`config.mk`:
```
export PLATFORM = sky130hd
export DESIGN_NAME = ccr_regs
export DESIGN_NICKNAME = d
export VERILOG_FILES = /design/src/hdl/ccr_pkg.sv /design/src/hdl/ccr_access_gate.sv /design/src/hdl/ccr_field_decode.sv /design/src/hdl/ccr_regs.sv
export VERILOG_INCLUDE_DIRS = /design/src /design/src/hdl
export SDC_FILE = /design/constraint.sdc
export NUM_CORES = 1
export LEC_CHECK = 0
export ABC_CLOCK_PERIOD_IN_PS = 1100
export BUFFER_PORTS_ARGS = -buffer_cell sky130_fd_sc_hd__buf_4
export CAP_MARGIN = 20
export CORE_AREA = 2 2 103 105
export DETAILED_ROUTE_END_ITERATION = 10
export DIE_AREA = 0 0 105 107
export GPL_TIMING_DRIVEN = 0
export HOLD_SLACK_MARGIN = 0.03
export PLACE_DENSITY = 0.78
export SLEW_MARGIN = 5
export SYNTH_ARGS = -nofsm -noshare
export SYNTH_HDL_FRONTEND = slang
export SYNTH_SLANG_ARGS = --single-unit
```
`constraint.sdc`:
```
create_clock -name ref_clk_in -period 1.1 [get_ports ref_clk_in]
set_input_delay 0.055 -clock ref_clk_in [delete_from_list [all_inputs] [get_ports ref_clk_in]]
set_output_delay 0.055 -clock ref_clk_in [all_outputs]
set_load 0.05 [all_outputs]
```
`src/hdl/ccr_defines.svh`:
```
// Purpose: Constants for the core configuration and control register bank
// Assumes: Included by bare name
// Notes: Positions and reset values of the extended control fields
`ifndef CCR_DEFINES_SVH
`define CCR_DEFINES_SVH
// --------------------------------------------------------------
// Register selectors
// --------------------------------------------------------------
`define CCR_SEL_AUX 2'h0
`define CCR_SEL_CFG 2'h1
`define CCR_SEL_ECTL 2'h2
// --------------------------------------------------------------
// Field positions and reset values
// --------------------------------------------------------------
`define CCR_CFG_ECC_PRESENT 2'h1
`define CCR_ECTL_WMASK 64'h0000_00e0_3f40_fc00
`define CCR_ECTL_RESET 64'h0000_0000_1400_bc00
`define CCR_ATOM_LSB 38
`define CCR_FLUSH_BIT 37
`define CCR_L3WS_LSB 28
`define CCR_L2WS_LSB 26
`define CCR_L1WS_LSB 24
`define CCR_STBPF_BIT 22
`define CCR_L1PD_LSB 13
`define CCR_L3PD_LSB 10
// --------------------------------------------------------------
// Streaming thresholds in lines and L3 prefetch disable code
// --------------------------------------------------------------
`define CCR_L3WS_T0 13'h0080
`define CCR_L3WS_T1 13'h0400
`define CCR_L3WS_T2 13'h1000
`define CCR_L2WS_T0 13'h0010
`define CCR_L2WS_T1 13'h0080
`define CCR_L2WS_T2 13'h0200
`define CCR_L1WS_T0 13'h0004
`define CCR_L1WS_T1 13'h0040
`define CCR_L1WS_T2 13'h0080
`define CCR_L3PD_OFF 3'h4
`endif

```
`src/hdl/ccr_pkg.sv`:
```
// Purpose: Types of the core configuration and control register bank
// Assumes: Nothing
// Notes: Decoded controls travel as one struct
package ccr_pkg;
  typedef enum logic [1:0] {
    CCR_EL0 = 2'b00,
    CCR_EL1 = 2'b01,
    CCR_EL2 = 2'b10,
    CCR_EL3 = 2'b11
  } ccr_el_e;
  typedef enum logic [1:0] {
    CCR_TRAP_NONE = 2'b00,
    CCR_TRAP_EL2 = 2'b01,
    CCR_TRAP_EL3 = 2'b10
  } ccr_trap_e;
  typedef struct packed {
    logic ld_atomic_near;
    logic st_atomic_near;
    logic powerdown_clean_discard;
    logic [12:0] l3_stream_lines;
    logic [12:0] l2_stream_lines;
    logic [12:0] l1_stream_lines;
    logic l3_stream_off;
    logic l2_stream_off;
    logic l1_stream_off;
    logic store_buffer_prefetch_train;
    logic [2:0] l1_prefetch_depth;
    logic [5:0] l3_prefetch_lines;
    logic l3_prefetch_on;
  } ccr_ctrl_s;
endpackage

```
`src/hdl/ccr_access_gate.sv`:
```
// Purpose: Write permission check for the auxiliary control register
// Assumes: Current level and enables come from the same clock domain
// Notes: Purely combinational
`timescale 1ns/1ps
`include "ccr_defines.svh"
module ccr_access_gate (
  input wire ccr_pkg::ccr_el_e el_in,
  input wire logic el3_en_in,
  input wire logic el2_en_in,
  input wire logic ns_in,
  output logic allow_out,
  output ccr_pkg::ccr_trap_e trap_out
);
  always_comb
  begin
    allow_out = 1'b0;
    trap_out = ccr_pkg::CCR_TRAP_NONE;
    unique case (el_in)
      ccr_pkg::CCR_EL3:
      begin
        allow_out = 1'b1;
      end
      ccr_pkg::CCR_EL2:
      begin
        allow_out = el3_en_in;
        if (!el3_en_in)
          trap_out = ccr_pkg::CCR_TRAP_EL3;
      end
      ccr_pkg::CCR_EL1:
      begin
        allow_out = el3_en_in && (el2_en_in || !ns_in);
        // Lowest denying level: EL2 wins whenever it refuses, even if EL3 refuses too
        if (!el2_en_in && ns_in)
          trap_out = ccr_pkg::CCR_TRAP_EL2;
        else if (!el3_en_in)
          trap_out = ccr_pkg::CCR_TRAP_EL3;
      end
      ccr_pkg::CCR_EL0:
      begin
        allow_out = 1'b0;
        trap_out = ccr_pkg::CCR_TRAP_NONE;
      end
    endcase
  end
endmodule

```
`src/hdl/ccr_field_decode.sv`:
```
// Purpose: Turns extended control fields into cache and prefetch controls
// Assumes: Input is the stored register value
// Notes: Outputs registered so consumers see flop data
`timescale 1ns/1ps
`include "ccr_defines.svh"
module ccr_field_decode (
  input wire logic ref_clk_in,
  input wire logic rst_n_in,
  input wire logic [63:0] ectl_in,
  input wire logic st_hit_unique_in,
  output ccr_pkg::ccr_ctrl_s ctrl_out
);
  function automatic logic [12:0] ws_lines(input logic [1:0] code, input logic [12:0] t0,
                                            input logic [12:0] t1, input logic [12:0] t2);
    unique case (code)
      2'h0: ws_lines = t0;
      2'h1: ws_lines = t1;
      2'h2: ws_lines = t2;
      2'h3: ws_lines = 13'h0000;
    endcase
  endfunction
  ccr_pkg::ccr_ctrl_s ctrl_nxt;
  logic [1:0] atom;
  logic [2:0] l3pd;
  always_comb
  begin
    atom = ectl_in[`CCR_ATOM_LSB +: 2];
    l3pd = ectl_in[`CCR_L3PD_LSB +: 3];
    ctrl_nxt = '0;
    unique case (atom)
      2'h0:
      begin
        ctrl_nxt.ld_atomic_near = 1'b1;
        ctrl_nxt.st_atomic_near = st_hit_unique_in;
      end
      2'h1:
      begin
        ctrl_nxt.ld_atomic_near = 1'b1;
        ctrl_nxt.st_atomic_near = 1'b1;
      end
      2'h2:
      begin
        ctrl_nxt.ld_atomic_near = 1'b0;
        ctrl_nxt.st_atomic_near = 1'b0;
      end
      2'h3:
      begin
        ctrl_nxt.ld_atomic_near = 1'b1;
        ctrl_nxt.st_atomic_near = st_hit_unique_in;
      end
    endcase
    ctrl_nxt.powerdown_clean_discard = ectl_in[`CCR_FLUSH_BIT];
    ctrl_nxt.l3_stream_lines = ws_lines(ectl_in[`CCR_L3WS_LSB +: 2], `CCR_L3WS_T0,
                                        `CCR_L3WS_T1, `CCR_L3WS_T2);
    ctrl_nxt.l3_stream_off = &ectl_in[`CCR_L3WS_LSB +: 2];
    ctrl_nxt.l2_stream_lines = ws_lines(ectl_in[`CCR_L2WS_LSB +: 2], `CCR_L2WS_T0,
                                        `CCR_L2WS_T1, `CCR_L2WS_T2);
    ctrl_nxt.l2_stream_off = &ectl_in[`CCR_L2WS_LSB +: 2];
    ctrl_nxt.l1_stream_lines = ws_lines(ectl_in[`CCR_L1WS_LSB +: 2], `CCR_L1WS_T0,
                                        `CCR_L1WS_T1, `CCR_L1WS_T2);
    ctrl_nxt.l1_stream_off = &ectl_in[`CCR_L1WS_LSB +: 2];
    ctrl_nxt.store_buffer_prefetch_train = !ectl_in[`CCR_STBPF_BIT];
    ctrl_nxt.l1_prefetch_depth = ectl_in[`CCR_L1PD_LSB +: 3];
    ctrl_nxt.l3_prefetch_on = 1'b1;
    unique case (l3pd)
      3'h0: ctrl_nxt.l3_prefetch_lines = 6'h10;
      3'h1: ctrl_nxt.l3_prefetch_lines = 6'h20;
      3'h5: ctrl_nxt.l3_prefetch_lines = 6'h02;
      3'h6: ctrl_nxt.l3_prefetch_lines = 6'h04;
      3'h7: ctrl_nxt.l3_prefetch_lines = 6'h08;
      default:
      begin
        // Disable code and the two reserved codes all stop the prefetcher
        ctrl_nxt.l3_prefetch_lines = 6'h00;
        ctrl_nxt.l3_prefetch_on = 1'b0;
      end
    endcase
  end
  always_ff @(posedge ref_clk_in or negedge rst_n_in)
  begin
    if (!rst_n_in)
      ctrl_out <= '0;
    else
      ctrl_out <= ctrl_nxt;
  end
endmodule

```
`src/hdl/ccr_regs.sv`:
```
// Purpose: Core configuration and control register bank
// Assumes: One system-register access per cycle, core clock domain
// Notes: Auxiliary register contents live elsewhere; this bank only gates it
`timescale 1ns/1ps
`include "ccr_defines.svh"
module ccr_regs (
  input wire logic ref_clk_in,
  input wire logic rst_n_in,
  input wire logic req_valid_in,
  input wire logic req_write_in,
  input wire logic [1:0] req_sel_in,
  input wire logic [63:0] req_wdata_in,
  input wire ccr_pkg::ccr_el_e req_el_in,
  input wire logic el3_aux_access_ctrl_in,
  input wire logic el2_aux_access_ctrl_in,
  input wire logic nonsecure_state_bit_in,
  input wire logic st_hit_unique_in,
  output logic [63:0] rdata_out,
  output logic aux_write_en_out,
  output ccr_pkg::ccr_trap_e trap_out,
  output logic [63:0] ectl_out,
  output ccr_pkg::ccr_ctrl_s ctrl_out
);
  // --------------------------------------------------------------
  // Access gate
  // --------------------------------------------------------------
  logic aux_allow;
  ccr_pkg::ccr_trap_e aux_trap;
  logic aux_wr;
  ccr_access_gate u_gate (
    .el_in(req_el_in),
    .el3_en_in(el3_aux_access_ctrl_in),
    .el2_en_in(el2_aux_access_ctrl_in),
    .ns_in(nonsecure_state_bit_in),
    .allow_out(aux_allow),
    .trap_out(aux_trap)
  );
  assign aux_wr = req_valid_in && req_write_in && (req_sel_in == `CCR_SEL_AUX);
  // Aux enable is a pulse to the auxiliary store; traps are pulses too
  assign aux_write_en_out = aux_wr && aux_allow;
  assign trap_out = aux_wr ? aux_trap : ccr_pkg::CCR_TRAP_NONE;
  // --------------------------------------------------------------
  // Extended control register
  // --------------------------------------------------------------
  logic [63:0] ectl_r;
  logic [63:0] ectl_nxt;
  always_comb
  begin
    ectl_nxt = ectl_r;
    // No idle check: writes land whenever issued
    if (req_valid_in && req_write_in && (req_sel_in == `CCR_SEL_ECTL))
      ectl_nxt = req_wdata_in & `CCR_ECTL_WMASK;
  end
  always_ff @(posedge ref_clk_in or negedge rst_n_in)
  begin
    if (!rst_n_in)
      ectl_r <= `CCR_ECTL_RESET;
    else
      ectl_r <= ectl_nxt;
  end
  assign ectl_out = ectl_r;
  // --------------------------------------------------------------
  // Read data
  // --------------------------------------------------------------
  always_ff @(posedge ref_clk_in or negedge rst_n_in)
  begin
    if (!rst_n_in)
      rdata_out <= 64'h0;
    else if (req_valid_in && !req_write_in)
    begin
      if (req_sel_in == `CCR_SEL_CFG)
        rdata_out <= {62'h0, `CCR_CFG_ECC_PRESENT};
      else if (req_sel_in == `CCR_SEL_ECTL)
        rdata_out <= ectl_r;
      else
        rdata_out <= 64'h0;
    end
  end
  ccr_field_decode u_dec (
    .ref_clk_in(ref_clk_in),
    .rst_n_in(rst_n_in),
    .ectl_in(ectl_r),
    .st_hit_unique_in(st_hit_unique_in),
    .ctrl_out(ctrl_out)
  );
endmodule

```
======== Word level (Yosys, flattened, before mapping) ========
Index checks and enable logic that the tools add are counted.
cells by class
  mux-type cells .......................... 13
  add/subtract/negate cells ............... 0
  $mul .................................... 0
  div/mod/pow operators ................... 0
  shifts and indexed selects .............. 0
  equality and inequality tests ........... 21
  order comparisons ....................... 0
  reduce and logical (&&, ||, !) cells .... 24
  bitwise logic cells ..................... 0
operator list
  operator                                              count
  one-hot mux 13 bit (4 select lines)                   3
  2-to-1 mux 40 bit                                     2
  one-hot mux 6 bit (5 select lines)                    1
  equality test 2 bit (second input constant)           11
  equality test 2 x 1 -> 1 bit (second input constant)  6
  logical NOT 2 bit                                     6
  equality test 3 bit (second input constant)           3
  logical AND 1 bit                                     7
  2-to-1 mux 2 bit                                      3
  one-hot mux 2 bit (3 select lines)                    1
  AND reduction 2 bit                                   3
  OR reduction 5 bit                                    1
  logical NOT 1 bit                                     4
  one-hot mux 1 bit (4 select lines)                    1
  one-hot mux 2 bit (2 select lines)                    1
  equality test 3 x 1 -> 1 bit (second input constant)  1
  logical NOT 3 bit                                     1
  OR reduction 2 bit                                    1
  logical OR 1 bit                                      1
  2-to-1 mux 1 bit                                      1
storage, ports and cells
  bits in registers ....................... 136
  ROM bits ................................ 0
  output and inout bits ................... 187
  bits of input ports ..................... 76
  memories ................................ 0
  latch bits .............................. 0
  word-level logic and storage cells ...... 73
  memory bits (writable) .................. 0

======== Logic depth before layout (Yosys ltp) ========
Gate-level depths: netlist of run 1.
  depth in word-level cells ............... 5
  mapped depth ............................ 5
  gate-level depth less buffers ........... 4

======== Hierarchy ========
A second synthesis of run 1 with hierarchy kept.
unflattened totals
  cells, all modules ...................... 271
  area, all modules ....................... 3163.0 um2
modules (own cells, without submodules)
  module            area each (um2)  sequential area each (um2)  times used  cells each
  ccr_regs          2048.2           834.6                       1           175
  ccr_field_decode  1012.2           625.6                       1           83
  ccr_access_gate   102.6            0.0                         1           13

======== Worst setup path before layout of run 1 ========
OpenSTA, ideal clock, no wires.
  path kind ............................... input to output
  from .................................... input req_el_in[0]
  to ...................................... output trap_out[1]
  setup slack ............................. -0.843 ns
  required time ........................... 1.045 ns
  stages on the path ...................... 3
  data arrival time ....................... 1.888 ns
  buffers on the path ..................... 0
  cell sequence ........................... inv_1 ha_1 nor4_1
between the ends
  word-level cells in the longest chain between the ends .. 3
  elaborated cells between the ends (all ways) .. 4
  classes of those cells .................. eq/ne (2); mux (2)
RTL lines
  item                                                                        RTL line               text
  from (decl)                                                                 ccr_regs.sv:13         input wire ccr_pkg::ccr_el_e req_el_in,
  equality test 2 x 1 -> 1 bit / equality test 2 bit (equally long branches)  ccr_access_gate.sv:18  unique case (el_in)
  one-hot mux 2 bit (2 select lines) *                                        ccr_access_gate.sv:18
  2-to-1 mux 2 bit *                                                          ccr_regs.sv:41         assign trap_out = aux_wr ? aux_trap : ccr_pkg::CCR_TRAP_NONE;
  to (decl)                                                                   ccr_regs.sv:20         output ccr_pkg::ccr_trap_e trap_out,
Mark *: on every way between the ends. The rest lies on a longest branch, timed or not.

======== Worst setup path in the final report of run 1 ========
  from .................................... register ectl_r[26] (netlist: ectl_out[26])
  to ...................................... output ectl_out[26]
RTL lines
  item                    RTL line        text
  from (decl)             ccr_regs.sv:45  logic [63:0] ectl_r;
  from (signal assigned)  ccr_regs.sv:57  ectl_r <= `CCR_ECTL_RESET;
  from (signal assigned)  ccr_regs.sv:59  ectl_r <= ectl_nxt;
  to (decl)               ccr_regs.sv:21  output logic [63:0] ectl_out,
No word-level cell between the ends.

==> impl.org, run 1 <==
** Floorplan
- The initial utilization of the core area, before any placement, comes to 0.3073.
- After floorplanning, the core was divided into 37 placement rows.
- Core Region :: 0.01009 mm2
- In this run the horizontal extent of the chip is 105 um.
- Die outline height :: 107 um
- 263 I/O pins were placed.
- The die covers 0.01124 mm2.

** Final layout
- Post-route design area :: 0.004893 mm2
- In the final design database the tool counted 602 nets.
- Share of post-route cells with drive strength above 1 :: 0.5256
- P&R area growth vs syn :: 57.77%
- The finished layout holds 663 standard cells, fillers aside.
- The repair_antennas step left the layout with diodes totalling 0.

** Timing
- Number of hold violations in the final report :: 0
- For the pin with the worst max-slew slack, the measured transition is 702.0 ps.
- Setup slack after layout :: -16.17 ps
- Setup skew after layout :: 9.157 ps
- Fmax :: 0.8959 GHz
- In this run the tightest slew margin relative to its limit is 0.5320.
- Setup-violating endpoint count in the final report :: 2
- Setup repair after global routing could not meet its margin everywhere.
- Fin Setup TNS :: -17.65 ps
- Pins over their slew limit :: 0
- Time the final worst path needs with I/O delays and setup :: 1116 ps
- Post-route clock period utilization :: 1.015

** Clocking
- Count of H-tree levels built during CTS :: 3
- Insertion delay to the later sink of the worst-skew pair :: 330 ps
- CTS tree :: yes
- The clock drives 58 sinks.
- Clock transition at the register clock pins on the worst setup and hold paths after CTS :: 60 ps
- Clock tree synthesis selected as its root buffer the cell clkbuf_8.
- The longest clock path from root to sink contains 2 buffers.
- Num CTS Buffers :: 9

** Synthesis
- Of the total synthesized cell area, the portion taken by full adders, half adders and majority gates is 0.01614.
- Most frequent cells after synthesis :: buf_4 (131), dfrtp_1 (51), a22o_1 (16), mux2_2 (16), dfstp_2 (7)
- Of the total synthesized cell area, the portion taken by AND, OR, NAND and NOR gates is 0.06212.
- Post-synthesis instance total :: 274
- The average instance in the mapped netlist occupies 11.32 um2.
- Xor/xnor share of the synthesized area :: 0
- Most common cell in the netlist :: buf_4
- After synthesis the cells add up to 0.003102 mm2.
- After synthesis, the netlist uses 27 different library cells.
- Portion of netlist area occupied by mux cells :: 0.06132
- Yosys top cell by area :: dfrtp_1
- YS warnings :: 0
- For this run, the register share of the synthesized area comes to 0.4708.
- Yosys reg bits :: 58
- In the post-synthesis netlist, the biggest area contributors are dfrtp_1 (41%), buf_4 (32%), dfstp_2 (5.9%), mux2_2 (5.8%), a22o_1 (4.5%).
- Synthesized-area fraction occupied by ao, oa, aoi and oai cells :: 0.05325
- Post-synth top area share :: 0.4115
- Main combinational cell family by area after synthesis :: buffers and inverters
- Share of synthesized flip-flops with an asynchronous set or reset :: 1.000
- Yosys mapped a number of flops with a built-in enable equal to 0.
- In the synthesized netlist the dominant register cell turns out to be dfrtp_1.

** Route
- Drt first-iter violations :: 55
- Dividing the detail-routed via count by the number of cells gives 3.554.
- Summing over every cut layer, the via total after detailed routing is 2356.
- Avg WL per Cell :: 10.61 um
- Post-route antenna net violation count :: 0
- Final routed DRC violation total :: 0
- The routed design has 7037 um of wire.
- Number of detailed-route iterations in the first pass :: 4

** Place
- After detailed placement, the total cell area comes to 0.004439 mm2.
- DP HPWL :: 4783 um
- Final weighted congestion in routability-driven placement :: 0.7825
- Once placement completed, the tool counted placed cells totaling 623.
- During placement, the flow inserted port buffers numbering 88.

** Worst setup path
- The slowest stage of the critical path belongs to the cell dfstp_2.
- At the worst endpoint, the arrival time is 1060 ps.
- At the worst endpoint, the required time is 1040 ps.
- Stage delay of the slowest cell on the critical path :: 580 ps
- Of all nets on the critical path, the largest fanout is 4.
- Measured in cells, the most critical reg-to-reg path has a length of 2.
- The cell family contributing the most delay on the critical path is flip-flops.
- Critical path buffer and inverter count :: 1
- Type of the worst setup path :: flip-flop to primary output
- The worst setup path is captured at a primary output.
- Critical path depth :: 1
- Crit path launch type :: flip-flop
- The critical path goes through buf_8.

** Power and ir drop
- Dividing total power by cell area gives a power density of 1804 mW/mm2.
- Maximum ir drop on the vdd rail :: 0.001116 V
- In this run the static leakage power is 2.793 nW.

** Global routing
- The total overflow left after global routing is 0.
- For this run, global-route usage on met3 was measured as 0.02492.
- In the global route stage, met2 resource usage came out at 0.2157.
- Across every metal layer, demand over resource in global routing totals 0.1233.
- The initial antenna violation count is 0.
- Entering global routing, the biggest net connects 59 pins.
- Wire length of the first global-routing pass :: 11050 um
- In the global route stage, met1 resource usage came out at 0.1450.
- Number of global-route vias before repair :: 2278
- Grt peak-use layer :: met2

** Worst hold path
- Number of cells on the worst hold path :: 3
- Classification of the worst-slack hold path :: input port to flip-flop

** Status
- Outcome :: finished with violations
- The checks that failed: setup timing.

** Job
- Maxcap violations :: 0
-- through the flow --
stage	setup slack, ps	utilization	hold slack [ps]	power [W]
after floorplan	-284.9	-	-240.6	0.006009
after global placement	-156.2	0.4399	131.4	0.006891
after detailed placement	-168.7	0.4399	141.5	0.006943
after CTS	-67.76	0.4830	37.89	0.008770
after global routing	-54.79	0.4849	82.50	0.009192
final	-16.17	0.4849	76.81	0.008829
-- kinds of logic after synthesis --
group	Yosys count
multiplexers	17
other	1
adder cells (fa/ha/maj)	4
AND/OR/NAND/NOR	31
buffers and inverters	142
flip-flops	58
AO/OA/AOI/OAI	21
-- registers in the layout, summed over array words and instances (netlist names) --
| register | flops |
|---|---|
| u_dec.ctrl_out | 25 |
| rdata_out | 17 |
| ectl_out | 16 |
-- report_power, final --
| part | switching (W) | internal [W] | total, W |
|---|---|---|---|
| combinational | 0.00296 | 0.00138 | 0.00435 |
| sequential | 0.000279 | 0.00258 | 0.00286 |
| clock | 0.000751 | 0.000868 | 0.00162 |
| total | 0.00400 | 0.00483 | 0.00883 |
-- final timing paths --
| check | from | to | slack, ps |
|---|---|---|---|
| min in group asynchronous | rst_n_in | u_dec.ctrl_out[55] | 330 |
| worst min register to register | ectl_out[37] | u_dec.ctrl_out[53] | 490 |
| worst max-delay path | ectl_out[26] | ectl_out[26] | -20 |
| max in group asynchronous | rst_n_in | ectl_out[25] | 260 |
| worst min-delay path | req_sel_in[1] | rdata_out[0] | 80 |
| worst max register to register | ectl_out[11] | u_dec.ctrl_out[2] | 70 |
-- worst min-delay path, delay by kind of cell --
kind                   cells  cell delay [ps]
buffers and inverters      1              110
AND/OR/NAND/NOR            1              100
AO/OA/AOI/OAI              1               80
-- cell usage in the layout, fill, tap and decap left out --
| master | n |
|---|---|
| a21oi_1 | 2 |
| nand3_2 | 1 |
| buf_4 | 217 |
| clkbuf_8 | 12 |
| inv_1 | 5 |
| and3b_1 | 1 |
| clkbuf_1 | 4 |
| nand4b_2 | 1 |
| nand3_1 | 1 |
| mux2_2 | 16 |
| clkinv_2 | 3 |
| and2_1 | 3 |
| nor3_2 | 1 |
| buf_8 | 7 |
| nor3b_4 | 1 |
| nor2_1 | 6 |
| mux2i_1 | 1 |
| nand2b_1 | 2 |
| o21ai_0 | 2 |
| or2b_1 | 1 |
| buf_6 | 3 |
| a22o_1 | 16 |
| nor4_2 | 1 |
| nor3_1 | 1 |
| and3_1 | 1 |
| conb_1 | 126 |
| nor2b_1 | 6 |
| dfrtp_1 | 46 |
| nand2_1 | 3 |
| dfstp_2 | 7 |
| dlygate4sd3_1 | 18 |
| dfrtp_2 | 5 |
| inv_2 | 1 |
| ha_1 | 4 |
| a21oi_2 | 1 |
| nor3b_1 | 1 |
-- repair_timing --
item,CTS,global route
setup endpoints to repair,10,9
gates resized for setup,14,6
hold endpoints to repair,68,0
buffers inserted,6,2
hold buffers,18,0
-- area by class of cell --
| class | count | area (um2) |
|---|---|---|
| fillers | 855 | 5199 |
| flip-flops and latches | 58 | 1466 |
| multi-input cells | 199 | 1091 |
| plain buffers | 134 | 1022 |
| repair buffers | 114 | 957.2 |
| well taps | 136 | 170.2 |
| clock buffers | 13 | 148.9 |
| inverters | 6 | 22.52 |
| clock inverters | 3 | 15.01 |
-- routing by layer --
layer	routed length (um)	part of all wire
met3	668	0.095
met4	132	0.019
met2	3525	0.50
met1	2711	0.39
met5	0	0
Power figures use the tool's default switching activity.
==> run 2: changes to the inputs <==
--- a/config.mk
+++ b/config.mk
@@ -6,7 +6,7 @@
 export SDC_FILE = /design/constraint.sdc
 export NUM_CORES = 1
 export LEC_CHECK = 0
-export ABC_CLOCK_PERIOD_IN_PS = 1100
+export ABC_CLOCK_PERIOD_IN_PS = 1400
 export BUFFER_PORTS_ARGS = -buffer_cell sky130_fd_sc_hd__buf_4
 export CAP_MARGIN = 20
 export CORE_AREA = 2 2 103 105
@@ -14,7 +14,7 @@
 export DIE_AREA = 0 0 105 107
 export GPL_TIMING_DRIVEN = 0
 export HOLD_SLACK_MARGIN = 0.03
-export PLACE_DENSITY = 0.78
+export PLACE_DENSITY = 0.76
 export SLEW_MARGIN = 5
 export SYNTH_ARGS = -nofsm -noshare
 export SYNTH_HDL_FRONTEND = slang
==> constraint.sdc (replaced) <==
create_clock -name ref_clk_in -period 1.4 [get_ports ref_clk_in]
set_input_delay 0.07 -clock ref_clk_in [delete_from_list [all_inputs] [get_ports ref_clk_in]]
set_output_delay 0.07 -clock ref_clk_in [all_outputs]
set_load 0.05 [all_outputs]
==> run 2 against run 1 <==
Compared with the run above:
- first-iteration DRC count grew 38%
- utilization fell by 1.3 points
- the flow now finishes without violations
- sequential cell count is the same
- via count down 4.9%
- cell count is 0.90% lower
- critical path depth increased by 1
- critical endpoint is now ectl_out[13]
- largest power group unchanged
- combinational power down 26%
- sequential share of layout area rose by 0.66 points
==> impl.org, run 2 (synthesis results as in run 1) <==
** Floorplan
- Horiz. Die Dim :: 105 um
- Die outline height :: 107 um
- Num rows :: 37
- The initial utilization of the core area, before any placement, comes to 0.3073.
- Core Region :: 0.01009 mm2
- The die covers 0.01124 mm2.
- Count of boundary I/O pins :: 263

** Final layout
- Reg with most FFs :: u_dec.ctrl_out
- Fin nets :: 596
- In the final layout, the share of cells above drive strength 1 is 0.5029.
- 0 antenna diodes ended up in the layout.
- Post-layout utilization of the core :: 0.4724
- Most common cell after layout, fill and taps aside :: buf_4
- Commonest cells after routing, fill and taps aside :: buf_4 (219), conb_1 (126), dfrtp_1 (51), dlygate4sd3_1 (18)
- Relative to the synthesized area, the layout overhead comes to 53.69%.
- The register with the most flip-flops in the layout has 25 of them.

** Timing
- For the pin with the worst max-slew slack, the measured transition is 706.0 ps.
- Setup skew after layout :: 6.243 ps
- Setup violations remaining at the end of the flow were counted as 0.
- Headroom to the max-slew limit came out at 0.5293.
- Fin Setup TNS :: 0 ps
- Post-route clock period utilization :: 0.8832
- The final count of hold timing violations is 0.
- Unrepaired setup endpoints after global routing :: false
- Pins over their slew limit :: 0
- Static timing analysis puts the maximum clock frequency at 0.8087 GHz.
- The worst path in the final design needs a cycle of 1236 ps, including I/O delays and setup.

** Worst setup path
- The number of buffers and inverters on the critical path is 2.
- In this design, the stage delay of the slowest critical-path cell is 560 ps.
- Of all nets on the critical path, the largest fanout is 4.
- STA puts the critical path data required time at 1330 ps.
- The setup path with the least slack is of type flip-flop to primary output.
- STA classifies the critical path startpoint as a flip-flop.
- The critical path goes through buf_4, buf_4.
- The cell that appears most often on the critical path is buf_4.
- Delay-heaviest family, CP :: flip-flops
- The slowest stage of the critical path is the dfstp_2 cell.
- Endpoint kind of the worst setup timing path :: primary output
- Arrival time of the worst setup path :: 1170 ps

** Clocking
- Num CTS Buffers :: 9
- CTS tree :: yes
- The clock reaches the later pin of the worst-skew pair after 320 ps.
- Clock Root Buffer :: clkbuf_8
- In this run the deepest clock path goes through 2 buffers.
- Clock transition at the register clock pins on the worst setup and hold paths after CTS :: 60 ps
- Post-CTS repair changed the size of 0 cells.
- TritonCTS sink count :: 58
- The H-tree generated during clock tree synthesis spans 3 levels.

** Route
- After detailed routing, the average wire length per cell comes to 9.826 um.
- Number of detailed-route iterations in the first pass :: 4
- Via count :: 2241
- Once detail routing completed, the nets flagged for antenna violations numbered 0.
- Drt first-iter violations :: 76
- The routed design has 6456 um of wire.
- In the routed design, unresolved DRC markers number 0.
- After detailed routing, the number of vias per cell comes to 3.411.

** Job
- Across the run, the number of max-cap violations was 0.

** Global routing
- Overall global routing resource usage :: 0.1062
- Antenna violations before repair :: 0
- Number of global-route vias before repair :: 2025
- The first global-routing pass estimated 9535 um of wire.
- Entering global routing, the biggest net connects 59 pins.
- GR Overflow Total :: 0

** Power and ir drop
- Leakage dissipation :: 2.745 nW
- Total power per unit cell area :: 1423 mW/mm2
- Overall power consumption after layout is estimated at 0.006783 W.
- Across the VDD grid, the largest voltage drop is 0.0006832 V.

** Place
- Final weighted congestion in routability-driven placement :: 0.7438
- Input/output buffers :: 88
- DP HPWL :: 4843 um

** Status
- Outcome :: completed

** Worst hold path
- Classification of the worst-slack hold path :: input port to flip-flop
run 2: cell count changes in the layout (fill, tap and decap cells not counted), sizes merged:
cell / previous run / this run
buf: 227 / 221
run 2: repair_timing:
| action | in CTS | in global routing |
|---|---|---|
| setup endpoints to repair | 0 | 0 |
| buffers inserted | 0 | 0 |
| endpoints found under the hold margin | 68 | 0 |
| hold buffers | 18 | 0 |
run 2: area by class of cell:
type,instances,area (um2)
repair buffers,106,840.8
multi-input cells,199,1082
clock buffers,13,158.9
well taps,136,170.2
fillers,933,5325
plain buffers,136,1017
flip-flops and latches,58,1460
inverters,6,22.52
clock inverters,3,15.01
run 2: power breakdown:
group | internal (W) | leakage (nW) | switching [W]
sequential | 0.00202 | 0.726 | 0.000219
combinational | 0.000946 | 1.93 | 0.00227
clock | 0.000730 | 0.0932 | 0.000598
run 2: worst register-to-register path: cells and delay by family, from the launching register on:
family,cells,cell delay (ps)
and+or+nand+nor,1,220
buffers and inverters,1,270
DFF,1,530
run 2: metal layers:
metal / track usage / wire length, um / vias up
met5: 0 / 0 / -
met4: 0.03905 / 72 / 0
met3: 0.02918 / 575 / 8
met2: 0.1827 / 3253 / 133
met1: 0.1272 / 2555 / 984
li1: - / - / 1116
run 2: through the flow:
stage	std cells	hold WS [ps]	setup slack, ps	area (um2)
2_1_floorplan	399	-225.6	-14.90	3582
3_3_place_gp	623	157.7	115.5	4413
3_5_place_dp	623	161.3	110.0	4413
4_1_cts	657	37.03	143.1	4767
5_1_grt	657	79.56	125.6	4767
6_report	657	58.50	163.5	4767
run 2: path summary, 6_finish.rpt:
kind / startpoint / endpoint / slack (ps) / cells after the start
max: ectl_out[13] / ectl_out[13] / 160 / 2
min: req_sel_in[1] / rdata_out[0] / 60 / 3
max reg2reg: ectl_out[11] / u_dec.ctrl_out[2] / 270 / 2
min reg2reg: ectl_out[15] / u_dec.ctrl_out[9] / 420 / 0
max in group asynchronous: rst_n_in / u_dec.ctrl_out[4] / 570 / 2
min in group asynchronous: rst_n_in / rdata_out[27] / 350 / 2
==> run 3: changes to the inputs <==
--- a/config.mk
+++ b/config.mk
@@ -6,15 +6,16 @@
 export SDC_FILE = /design/constraint.sdc
 export NUM_CORES = 1
 export LEC_CHECK = 0
+export ABC_AREA = 1
 export ABC_CLOCK_PERIOD_IN_PS = 1400
 export BUFFER_PORTS_ARGS = -buffer_cell sky130_fd_sc_hd__buf_4
 export CAP_MARGIN = 20
-export CORE_AREA = 2 2 103 105
+export CORE_AREA = 2 2 102 104
 export DETAILED_ROUTE_END_ITERATION = 10
-export DIE_AREA = 0 0 105 107
+export DIE_AREA = 0 0 104 106
 export GPL_TIMING_DRIVEN = 0
-export HOLD_SLACK_MARGIN = 0.03
-export PLACE_DENSITY = 0.76
+export HOLD_SLACK_MARGIN = 0.12
+export PLACE_DENSITY = 0.79
 export SLEW_MARGIN = 5
 export SYNTH_ARGS = -nofsm -noshare
 export SYNTH_HDL_FRONTEND = slang
==> run 3 against run 2 <==
Compared with the run above:
- sequential cell count is the same
- clock-buffer cell count did not move
- setup slack got worse by 130 ps
- power is 1.4% lower
- first-iteration DRC count is 3.9% higher
- cell count increased by 11%
- synthesized cell count increased by 22%
- register-to-register slack lost 130 ps
- wire length up 15%
- combinational power down 4%
- critical endpoint is now rdata_out[39]
==> impl.org, run 3 <==
** Synthesis
- Number of distinct library cell variants in the gate-level netlist after synthesis :: 24
- Sorting the synthesized cells by how often they occur yields buf_4 (130), dfrtp_1 (51), inv_1 (24), o21ai_0 (24), nand2_1 (15).
- Among all flip-flop cells after synthesis, the most frequent one is dfrtp_1.
- Post-synthesis instance total :: 335
- YS warnings :: 0
- Among all cell types in the netlist, the one instantiated most often is buf_4.
- Yosys attributes the largest share of cell area to dfrtp_1 (39%), buf_4 (30%), dfstp_2 (5.6%), a21oi_2 (3.7%), o21ai_0 (3.7%).
- Counting flops with a built-in enable in the synthesized netlist gives 0.
- Yosys reg bits :: 58
- Share of synthesized flip-flops with an asynchronous set or reset :: 1.000
- After synthesis the cells add up to 0.003271 mm2.
- Yosys top cell by area :: dfrtp_1
- Dividing the synthesized area by the synthesized cell count gives 9.763 um2.
- The share of the Yosys chip area taken by registers is 0.4464.
- Of the post-synthesis cell area, the dominant cell type holds 0.3902.

** Final layout
- For this run, the share of the core covered by cells in the final layout is 0.5060.
- Commonest cells after routing, fill and taps aside :: buf_4 (218), conb_1 (126), dfrtp_1 (51), dlygate4sd3_1 (29)
- For this run, the number of standard cells in the final layout without fillers is 729.
- The area growth from synthesis to layout is 54.71%.
- Leaving out fill and tap cells, the most frequent cell in the layout is buf_4.
- Diodes inserted :: 0
- The register with the most flip-flops in the layout has 25 of them.
- Fin nets :: 668
- Reg with most FFs :: u_dec.ctrl_out
- Of the cells placed in the final design, the portion with a size suffix greater than 1 is 0.4806.

** Global routing
- Number of global-route vias before repair :: 2491
- Wire length of the first global-routing pass :: 11510 um
- Pin count of the biggest net entering global routing :: 59
- The initial antenna violation count came to 0.
- GR Overflow Total :: 0
- Overall global routing resource usage :: 0.1296

** Worst setup path
- Arrival time of the worst setup path :: 1630 ps
- For flop-to-flop paths, the worst setup slack is 140 ps.
- Of all nets on the critical path, the largest fanout is 7.
- The most critical setup path has its endpoint at rdata_out[39].
- Reg2reg path depth :: 3
- Type of the worst setup path :: input port to flip-flop
- Crit path launch type :: input port
- STA classifies the critical path endpoint as a flip-flop.
- The endpoint identified for the worst register-to-register timing path is rdata_out[11].
- Worst setup path startpoint :: req_write_in
- The worst register-to-register path begins at rdata_out[11].
- CP Data Required Time :: 1660 ps

** Timing
- Dividing the final minimum period by the clock period gives 0.9731.
- The final count of hold timing violations was 0.
- Worst slew margin :: 0.5251
- On the final layout, the worst clock skew is 9.581 ps.
- Final worst hold slack :: 226.6 ps
- Pins over their slew limit :: 0
- Fin Setup TNS :: 0 ps
- Setup violations remaining at the end of the flow were counted as 0.
- Derived from the worst setup path, the maximum achievable clock frequency is 0.7340 GHz.
- Unrepaired setup endpoints after global routing :: false
- Time the final worst path needs with I/O delays and setup :: 1362 ps
- For the pin with the worst max-slew slack, the measured transition is 712.4 ps.

** Clocking
- Post-cts resize count :: 0
- Clock tree synthesis inserted a total of 9 buffers.
- Insertion delay to the later sink of the worst-skew pair :: 330 ps
- The clock passes through at most 2 buffers.
- The H-tree generated during clock tree synthesis spans 3 levels.
- Clock transition at the register clock pins on the worst setup and hold paths after CTS :: 60 ps
- The tree is rooted in a clkbuf_8.
- TritonCTS built the clock tree.
- TritonCTS sink count :: 58

** Route
- Drt first-iter violations :: 79
- Dividing the detail-routed wire length by the instance count gives 10.18 um.
- The final layout contains routed wiring with a total length of 7421 um.
- Vias per Instance :: 3.623
- Via count :: 2641
- The first detailed-routing pass ran for 5 iterations.
- The count of nets left with antenna violations once routing finished came out at 0.
- In the routed design, unresolved DRC markers number 0.

** Status
- Outcome :: completed

** Place
- Input/output buffers :: 87
- Routability-driven placement finished with a final weighted congestion of 0.7940.
- DP Cell Count :: 683
- The wire-length estimate of the detail-placed layout is 5545 um.

** Floorplan
- In this run the core area contains 37 standard-cell rows.
- 263 I/O pins were placed.
- The total area inside the core boundary comes to 0.01000 mm2.
- From left edge to right edge, the die measures 104 um.
- Measured along the y axis, the die boundary spans 106 um.
- The floorplan step defined a die boundary enclosing 0.01102 mm2.
- Initial core utilization :: 0.3271

** Power and ir drop
- Leakage dissipation :: 2.910 nW
- Maximum ir drop on the vdd rail :: 0.0006419 V
- For this design the ratio of total power to cell area is 1322 mW/mm2.
- The completed layout was analyzed and its total power is 0.006689 W.

** Worst hold path
- The worst hold path belongs to the class input port to flip-flop.

** Job
- Maxcap violations :: 0
run 3: what timing repair did:
action / CTS / global route
buffers inserted: 0 / 1
endpoints found under the setup margin: 0 / 3
hold endpoints to repair: 78 / 0
hold buffers: 29 / 0
run 3: cell families (layout without fill, tap and decap cells):
group | after synthesis | count (layout) | share of synthesized area
buffers and inverters | 164 | 297 | 0.3489
AND/OR/NAND/NOR | 59 | 59 | 0.09372
flip-flops | 58 | 58 | 0.4464
AO/OA/AOI/OAI | 49 | 49 | 0.09449
adder cells (fa/ha/maj) | 4 | 4 | 0.01530
other | 1 | 126 | 0.001147
run 3: area by class of cell:
type / count / area [um2]
buffer: 137 / 1040
clock buffer: 13 / 148.9
clock inverter: 3 / 40.04
fill: 871 / 4940
inverter: 27 / 101.3
multi-input combinational: 238 / 1149
sequential: 58 / 1460
tap: 136 / 170.2
timing repair buffer: 117 / 950.9
run 3: metal layers:
layer	up-vias	track usage	wire [um]
met5	-	0	0
met4	0	0.05405	123
met3	9	0.04721	787
met2	163	0.2303	3755
met1	1176	0.1396	2755
li1	1293	-	-
run 3: stage by stage:
step	worst slack [ps]	instance area, um2
after floorplan	18.77	3750
after global placement	197.5	4573
after detailed placement	145.0	4573
after CTS	22.16	5052
after global routing	2.793	5060
final	37.61	5060
run 3: worst min-delay path by stage:
stage,endpoint,slack (ps),depth (start not counted),startpoint
finish,rdata_out[22],230,4,req_valid_in
global route,rdata_out[22],260,4,req_valid_in
CTS,rdata_out[10],130,4,req_sel_in[0]
detailed placement,u_dec.ctrl_out[31],160,1,rst_n_in
global placement,u_dec.ctrl_out[13],150,1,rst_n_in
floorplan,ectl_out[14],-230,0,rst_n_in
run 3: power breakdown:
part / internal (W) / total [W] / leakage (nW) / switching (W)
combinational: 0.000860 / 0.00307 / 2.10 / 0.00221
clock: 0.000866 / 0.00147 / 0.0974 / 0.000600
sequential: 0.00198 / 0.00215 / 0.709 / 0.000174
total: 0.00371 / 0.00669 / 2.91 / 0.00298
run 3: worst max-delay path: stages:
cell	delay [ps]
buf_6	110
dlygate4sd3_1	600
nor2_4	130
dlygate4sd3_1	570
nand3_1	70
nand2_1	60
